**config.mk**
```make
export PLATFORM = sky130hd
export DESIGN_NAME = tdc_counter
export DESIGN_NICKNAME = d
export VERILOG_FILES = /design/src/verilog/tdc_pkg.sv /design/src/verilog/tdc_counter.sv
export SDC_FILE = /design/constraint.sdc
export NUM_CORES = 1
export LEC_CHECK = 0
export ABC_AREA = 0
export BUFFER_PORTS_ARGS = -buffer_cell sky130_fd_sc_hd__buf_2
export CORE_ASPECT_RATIO = 1.4
export CORE_MARGIN = 2
export CORE_UTILIZATION = 54
export CTS_BUF_LIST = sky130_fd_sc_hd__clkbuf_8
export DETAILED_ROUTE_END_ITERATION = 10
export PLACE_DENSITY = 0.81
export SLEW_MARGIN = 40
export SYNTH_ARGS = -nofsm -noshare
export SYNTH_HDL_FRONTEND = slang
export SYNTH_SLANG_ARGS = --single-unit
```
**constraint.sdc**
```tcl
create_clock -name clk_i -period 2.4 [get_ports clk_i]
set_input_delay 0.24 -clock clk_i [delete_from_list [all_inputs] [get_ports clk_i]]
set_output_delay 0.24 -clock clk_i [all_outputs]
set_load 0.01 [all_outputs]
```
**src/verilog/tdc_pkg.sv**
```systemverilog
// shared constants for the three digit bcd multiplexed counter
`default_nettype none
package tdc_pkg;
  localparam int unsigned DIGITS          = 3;
  localparam int unsigned BCD_W           = 4;
  localparam logic [3:0]  BCD_MAX         = 4'h9;
  localparam logic [3:0]  BCD_ZERO        = 4'h0;
  localparam logic [2:0]  SEL_NONE_N      = 3'h7;
  // scan oscillator divider, cycles of clk_i per internal scan step
  localparam int unsigned SCAN_DIV_DEF    = 250000;
  localparam int unsigned SCAN_CNT_W      = 24;
  // wishbone register offsets (byte addresses)
  localparam logic [3:0]  REG_CTRL        = 4'h0;
  localparam logic [3:0]  REG_LIVE        = 4'h4;
  localparam logic [3:0]  REG_HELD        = 4'h8;
  localparam logic [3:0]  REG_STAT        = 4'hC;
  // control register fields
  localparam int unsigned CTRL_RESET_BIT  = 0;
  localparam int unsigned CTRL_DIS_BIT    = 1;
  localparam int unsigned CTRL_HOLD_BIT   = 2;
  localparam int unsigned CTRL_EXTSEL_BIT = 3;
  localparam logic [3:0]  CTRL_RST_VAL    = 4'h0;

  typedef enum logic [2:0] {
    TDC_DIG0 = 3'b001,
    TDC_DIG1 = 3'b010,
    TDC_DIG2 = 3'b100
  } tdc_dig_e;
endpackage
`default_nettype wire

```
**src/verilog/tdc_counter.sv**
```systemverilog
// three digit bcd event counter with holding registers, scan mux and wishbone slave
//
// The placing of the registers and register access over Wishbone were decided locally.
`default_nettype none
module tdc_counter #(
  parameter int unsigned SCAN_DIV = tdc_pkg::SCAN_DIV_DEF
) (
  input  wire logic        clk_i,
  input  wire logic        rst_i,
  input  wire logic        count_i,
  input  wire logic        disable_i,
  input  wire logic        hold_i,
  input  wire logic        master_reset_i,
  input  wire logic        ext_scan_i,
  input  wire logic        ext_scan_en_i,
  input  wire logic        wb_cyc_i,
  input  wire logic        wb_stb_i,
  input  wire logic        wb_we_i,
  input  wire logic [3:0]  wb_adr_i,
  input  wire logic [3:0]  wb_sel_i,
  input  wire logic [31:0] wb_dat_i,
  output logic      [31:0] wb_dat_o,
  output logic             wb_ack_o,
  output logic      [3:0]  bcd_o,
  output logic      [2:0]  digit_sel_n_o,
  output logic             overflow_o
);
  import tdc_pkg::*;

  typedef struct packed {
    logic [3:0]            cnt0;
    logic [3:0]            cnt1;
    logic [3:0]            cnt2;
    logic [3:0]            held0;
    logic [3:0]            held1;
    logic [3:0]            held2;
    logic                  count_q;
    logic                  hold_q;
    logic                  ext_q;
    tdc_dig_e              dig;
    logic [SCAN_CNT_W-1:0] div;
    logic [3:0]            ctrl;
    logic [3:0]            bcd;
    logic [2:0]            sel_n;
    logic                  ovf;
    logic                  ack;
    logic [31:0]           rdat;
  } tdc_state_s;

  tdc_state_s st_ff;
  tdc_state_s nxt_st;

  ////////////////////////////////////////////////////////////////////////////
  // helpers

  function automatic logic [3:0] bcd_inc(input logic [3:0] v);
    bcd_inc = (v == BCD_MAX) ? BCD_ZERO : v + 4'h1;
  endfunction

  function automatic logic [3:0] sel_held(input tdc_dig_e d, input tdc_state_s s);
    sel_held = BCD_ZERO;
    unique case (d)
      TDC_DIG0: sel_held = s.held0;
      TDC_DIG1: sel_held = s.held1;
      TDC_DIG2: sel_held = s.held2;
    endcase
  endfunction

  logic mr;
  logic dis;
  logic hold;
  logic count_fall;
  logic hold_rise;
  logic scan_step;
  logic wb_req;
  logic [SCAN_CNT_W-1:0] div_last;
  logic ext_sel;
  logic ctrl_wr;
  logic [3:0] wdat_lo;
  logic [11:0] live_cnt;
  logic [11:0] held_cnt;

  assign mr         = master_reset_i | st_ff.ctrl[CTRL_RESET_BIT];
  assign dis        = disable_i | st_ff.ctrl[CTRL_DIS_BIT];
  assign hold       = hold_i | st_ff.ctrl[CTRL_HOLD_BIT];
  assign count_fall = st_ff.count_q & ~count_i;
  assign hold_rise  = hold & ~st_ff.hold_q;
  assign wb_req     = wb_cyc_i & wb_stb_i & ~st_ff.ack;
  assign div_last   = SCAN_CNT_W'(SCAN_DIV - 1);
  assign ext_sel    = ext_scan_en_i | st_ff.ctrl[CTRL_EXTSEL_BIT];
  assign ctrl_wr    = wb_cyc_i & wb_stb_i & wb_we_i & st_ff.ack & wb_sel_i[0] & (wb_adr_i == REG_CTRL);
  assign wdat_lo    = wb_dat_i[3:0];
  assign live_cnt   = {st_ff.cnt2, st_ff.cnt1, st_ff.cnt0};
  assign held_cnt   = {st_ff.held2, st_ff.held1, st_ff.held0};

  ////////////////////////////////////////////////////////////////////////////
  // next state

  always_comb begin
    nxt_st         = st_ff;
    nxt_st.count_q = count_i;
    nxt_st.hold_q  = hold;
    nxt_st.ext_q   = ext_scan_i;
    nxt_st.ovf     = 1'b0;
    nxt_st.ack     = 1'b0;
    scan_step      = 1'b0;

    if (mr) begin
      nxt_st.cnt0 = BCD_ZERO;
      nxt_st.cnt1 = BCD_ZERO;
      nxt_st.cnt2 = BCD_ZERO;
    end else if (count_fall && !dis) begin
      nxt_st.cnt0 = bcd_inc(st_ff.cnt0);
      if (st_ff.cnt0 == BCD_MAX) begin
        nxt_st.cnt1 = bcd_inc(st_ff.cnt1);
        if (st_ff.cnt1 == BCD_MAX) begin
          nxt_st.cnt2 = bcd_inc(st_ff.cnt2);
          nxt_st.ovf  = (st_ff.cnt2 == BCD_MAX);
        end
      end
    end

    // holding registers: transparent when low, frozen after rising edge
    if (!hold || hold_rise) begin
      nxt_st.held0 = st_ff.cnt0;
      nxt_st.held1 = st_ff.cnt1;
      nxt_st.held2 = st_ff.cnt2;
    end

    // scan clock: internal divider or external clock rising edge
    if (mr) begin
      nxt_st.div = '0;
      nxt_st.dig = TDC_DIG0;
    end else begin
      if (ext_sel) begin
        scan_step  = ext_scan_i & ~st_ff.ext_q;
        nxt_st.div = '0;
      end else if (st_ff.div == div_last) begin
        scan_step  = 1'b1;
        nxt_st.div = '0;
      end else begin
        nxt_st.div = st_ff.div + 1'b1;
      end
      if (scan_step) begin
        unique case (st_ff.dig)
          TDC_DIG0: nxt_st.dig = TDC_DIG1;
          TDC_DIG1: nxt_st.dig = TDC_DIG2;
          TDC_DIG2: nxt_st.dig = TDC_DIG0;
        endcase
      end
    end

    nxt_st.bcd   = sel_held(nxt_st.dig, nxt_st);
    nxt_st.sel_n = mr ? SEL_NONE_N : ~nxt_st.dig;

    // wishbone slave, one wait state, ack for one cycle; write lands on the ack edge
    if (ctrl_wr) begin
      nxt_st.ctrl = wdat_lo;
    end
    if (wb_req) begin
      nxt_st.ack = 1'b1;
      unique case (wb_adr_i)
        REG_CTRL: nxt_st.rdat = {28'h0, st_ff.ctrl};
        REG_LIVE: nxt_st.rdat = {20'h0, st_ff.cnt2, st_ff.cnt1, st_ff.cnt0};
        REG_HELD: nxt_st.rdat = {20'h0, st_ff.held2, st_ff.held1, st_ff.held0};
        REG_STAT: nxt_st.rdat = {25'h0, st_ff.sel_n, st_ff.bcd};
        default:  nxt_st.rdat = 32'h0;
      endcase
    end
  end

  ////////////////////////////////////////////////////////////////////////////
  // state register

  always_ff @(posedge clk_i) begin
    if (rst_i) begin
      st_ff       <= '0;
      st_ff.dig   <= TDC_DIG0;
      st_ff.sel_n <= SEL_NONE_N;
      st_ff.ctrl  <= CTRL_RST_VAL;
    end else begin
      st_ff <= nxt_st;
    end
  end

  assign wb_dat_o      = st_ff.rdat;
  assign wb_ack_o      = st_ff.ack;
  assign bcd_o         = st_ff.bcd;
  assign digit_sel_n_o = st_ff.sel_n;
  assign overflow_o    = st_ff.ovf;
endmodule
`default_nettype wire

```
==> reports/results.md <==
| Parameter | This run |
|---|---|
| Met2 Routed Length | 3600 um |
| Overall routed net length | 7010 um |
| Instance area after placement | 0.00381 sq mm |
| Maximum level of the CTS H-tree | 3 |
| Worst Path Arrival | 2.36 ns |
| Min-Delay Path Class | input pin to register |
| Depth of the worst register-to-register path | 7 |
| Fraction of registers with async set or reset after synthesis | 0% |
| Cts-stage hold buffer count | 0 |
| Average footprint of a synthesized cell | 8.60 sq um |
| Synth Instances | 432 |
| Worst supply voltage drop on vdd | 0.378 mV |
| Fmax achieved | 464 MHz |
| Worst hold margin | 0.133 ns |
| Clock tree sinks | 79 |
| Critical path buffers and inverters | 0 |
| Worst path most repeated cell | sky130_fd_sc_hd__and3_1 |
| Count of synthesis-stage warnings from yosys | 0 |
| IO Pins | 92 |
| Mapped cell area | 0.00372 sq mm |
| Post-route cell area | 0.00397 sq mm |
| Synth cell types | 45 |
| Placeable Area | 0.00661 sq mm |
| Buffer type at the clock tree root | sky130_fd_sc_hd__clkbuf_8 |
| Via total after detailed routing | 2866 |
| Minimum setup slack among reg-to-reg paths | 0.24 ns |
| Hold-critical path endpoint | st_ff[72] |
| Synth Flop Type | sky130_fd_sc_hd__dfxtp_1 |
| Met3 wire length | 326 um |
| Number of iterations in the first detailed-routing pass | 4 |
| Slew @ Worst Pin | 0.578 ns |
| Fraction of the mapped netlist area in compound gates | 9.56% |
| Portion of netlist area occupied by mux cells | 5.79% |
| R2r endpoint | bcd_o[3] |
| Commonest non-fill, non-tap cells in the layout | sky130_fd_sc_hd__dfxtp_1, sky130_fd_sc_hd__nor2_1, sky130_fd_sc_hd__buf_2, sky130_fd_sc_hd__nand2_1, sky130_fd_sc_hd__a21oi_1 |
| Clock buffers created by TritonCTS | 9 |
| Total inserted antenna cells | 0 |
| Top metal layer carrying routed signals | met4 |
| Worst relative slew slack | 61.5% |
| Antenna violation net count after detailed routing | 0 |
| Die footprint | 0.00757 sq mm |
| Standby leakage power | 1.46 nW |
| Number of antenna violations at the first check in global routing | 0 |
| Area share of xor/xnor cells in the synthesized design | 6.60% |
| Routability congestion estimate from global placement | 0.892 |
| Core occupancy in the finished layout | 60.1% |
| Resized cells post-CTS | 0 |
| Largest family of logic cells by synthesized area | simple AND/OR/NAND/NOR gates |
| Ratio of total power to cell area | 572 mW/mm^2 |
| Final critical path time including I/O delays and setup | 2.16 ns |
| Count of endpoints failing setup in the final report | 0 |
| Part of the cycle the worst path needs | 89.9% |
| Largest net degree at the start of global routing | 28 |
| Setup bufs post-CTS | 0 |
| Number of pins exceeding their max-slew limit in the final report | 0 |
| Crit start category | register |
| Unrepaired setup endpoints after global routing | false |
| HPWL reported at the end of detailed placement | 5270 um |
| Routed wire per std cell | 12.7 um |
| CTS tree | done |
| Worst-Skew Late Latency | 0.34 ns |
| Fraction of the mapped netlist area in simple logic gates | 24.9% |
| Sequential cell area fraction in the yosys report | 42.5% |
| DRC viols | 0 |
| Starting DRT DRC Count | 202 |
| Outcome | complete, no violations |
| Overall fraction of global-route tracks in use | 19.9% |
| Number of storage elements in the synthesis netlist | 79 |
| Standard-cell row count | 35 |
| Worst hold start | ext_scan_i |
| Area overhead of the layout relative to synthesis | 6.90% |
| Number of instances on the worst hold path | 2 |
| Cell class contributing the biggest share of worst-path delay | compound AO/OA/AOI/OAI gates |
| Number of vias per cell after detailed routing | 5.19 |
| Final Skew | 0.0129 ns |
| EDFF count, synth | 0 |
| Fraction of the mapped netlist area in adder cells | 0.337% |
| Starting density of the core | 56.2% |
| CP max stage cell | sky130_fd_sc_hd__mux2_2 |
| Number of buffers on the longest clock path | 2 |
| Layout cell share with drive strength beyond 1 | 16.5% |
| Via count of the first global-routing pass | 2666 |
| Width of the die | 74.1 um |
| Die outline height | 102 um |
| Worst stage delay on the critical path | 0.42 ns |
| Critical Path Fanout Max | 5 |
| Clock slew at reported path FFs | 0.08 ns |
| Nature of the critical path endpoint | register |
| Number of max-cap violations | 0 |
| Port Buf Inserts | 40 |
| Most frequent standard cell in the layout excluding fill and tap cells | sky130_fd_sc_hd__dfxtp_1 |
| Reg-to-Reg Start | st_ff[45] |
| Count of final hold-check violations | 0 |
| Fin nets | 507 |
| First-pass GRT wire length | 11700 um |
| Final global-route overflow total | 0 |
| Critical Path, Cell by Cell | ha_1 > and3_1 > and3_1 > a31oi_2 > mux2_2 > o21ai_1 > o311ai_1 |
| CP Class | register to register |
| Total negative slack | 0 ns |
| Worst path required time | 2.60 ns |
| Wire length on met1 | 2980 um |
## layer usage
metal	vias to the layer above	global-route usage, %
met5	-	0
met4	0	7.55
met3	9	5.13
met2	75	34.8
met1	1325	23.1
li1	1457	-
## sequential cells by signal (all words and copies together) (netlist names)
name / count
wb_ack_o: 1
digit_sel_n_o: 3
st_ff: 34
bcd_o: 4
live_cnt: 12
wb_dat_o: 12
overflow_o: 1
held_cnt: 12
## logic make-up after synthesis
group | count (synthesis)
simple gates | 188
compound gates | 59
xor+xnor | 28
buf+inv | 60
fa+ha+maj | 1
other cells | 1
flops | 79
mux | 16
## worst max path at each step
stage,startpoint,endpoint,cells past startpoint
global route,st_ff[45],bcd_o[3],7
floorplan,st_ff[54],bcd_o[3],7
finish,st_ff[45],bcd_o[3],7
detailed placement,st_ff[45],bcd_o[3],7
global placement,st_ff[45],bcd_o[2],7
CTS,st_ff[45],bcd_o[3],7
## report_power, final
group | switching (mW) | internal (mW) | leakage (nW) | total (mW)
registers | 0.00601 | 1.32 | 0.638 | 1.32
clock network | 0.462 | 0.368 | 0.0916 | 0.829
logic | 0.0789 | 0.0410 | 0.726 | 0.120
## synthesized netlist by cell type, types with 3 or more instances
| master | n | area (sq um) |
|---|---|---|
| sky130_fd_sc_hd__nor2b_1 | 10 | 62.6 |
| sky130_fd_sc_hd__mux4_2 | 4 | 90.1 |
| sky130_fd_sc_hd__xor2_1 | 15 | 131 |
| sky130_fd_sc_hd__clkbuf_1 | 13 | 48.8 |
| sky130_fd_sc_hd__a22oi_1 | 12 | 90.1 |
| sky130_fd_sc_hd__and3_1 | 5 | 31.3 |
| sky130_fd_sc_hd__buf_4 | 39 | 293 |
| sky130_fd_sc_hd__o21ai_0 | 6 | 30.0 |
| sky130_fd_sc_hd__nand4_1 | 4 | 25.0 |
| sky130_fd_sc_hd__nand2b_1 | 7 | 43.8 |
| sky130_fd_sc_hd__inv_1 | 4 | 15.0 |
| sky130_fd_sc_hd__xnor2_1 | 13 | 114 |
| sky130_fd_sc_hd__mux2_2 | 4 | 45.0 |
| sky130_fd_sc_hd__nor4_1 | 5 | 31.3 |
| sky130_fd_sc_hd__nor3_1 | 7 | 35.0 |
| sky130_fd_sc_hd__dfxtp_1 | 79 | 1580 |
| sky130_fd_sc_hd__o21ai_1 | 4 | 20.0 |
| sky130_fd_sc_hd__mux2i_1 | 8 | 80.1 |
| sky130_fd_sc_hd__nand3_1 | 19 | 95.1 |
| sky130_fd_sc_hd__nor3b_1 | 4 | 30.0 |
| sky130_fd_sc_hd__buf_1 | 3 | 11.3 |
| sky130_fd_sc_hd__a21oi_1 | 28 | 140 |
| sky130_fd_sc_hd__nor2_1 | 74 | 278 |
| sky130_fd_sc_hd__nand2_1 | 39 | 146 |
## final cells by class
type | count | area [sq um]
timing repair buffer | 49 | 268
sequential | 79 | 1580
clock buffer | 9 | 124
inverter | 4 | 15.0
clock inverter | 7 | 42.5
fill | 594 | 2640
multi-input combinational | 312 | 1830
tap | 92 | 115
## through the flow
stage | worst slack (ns) | power [mW] | cells
finish | 0.243 | 2.27 | 552
global route | 0.0783 | 2.38 | 552
CTS | 0.250 | 2.30 | 552
detailed placement | 0.255 | 1.47 | 536
global placement | 0.318 | 1.47 | 536
floorplan | 0.494 | 1.46 | 451
(Power assumes the default switching activity.)
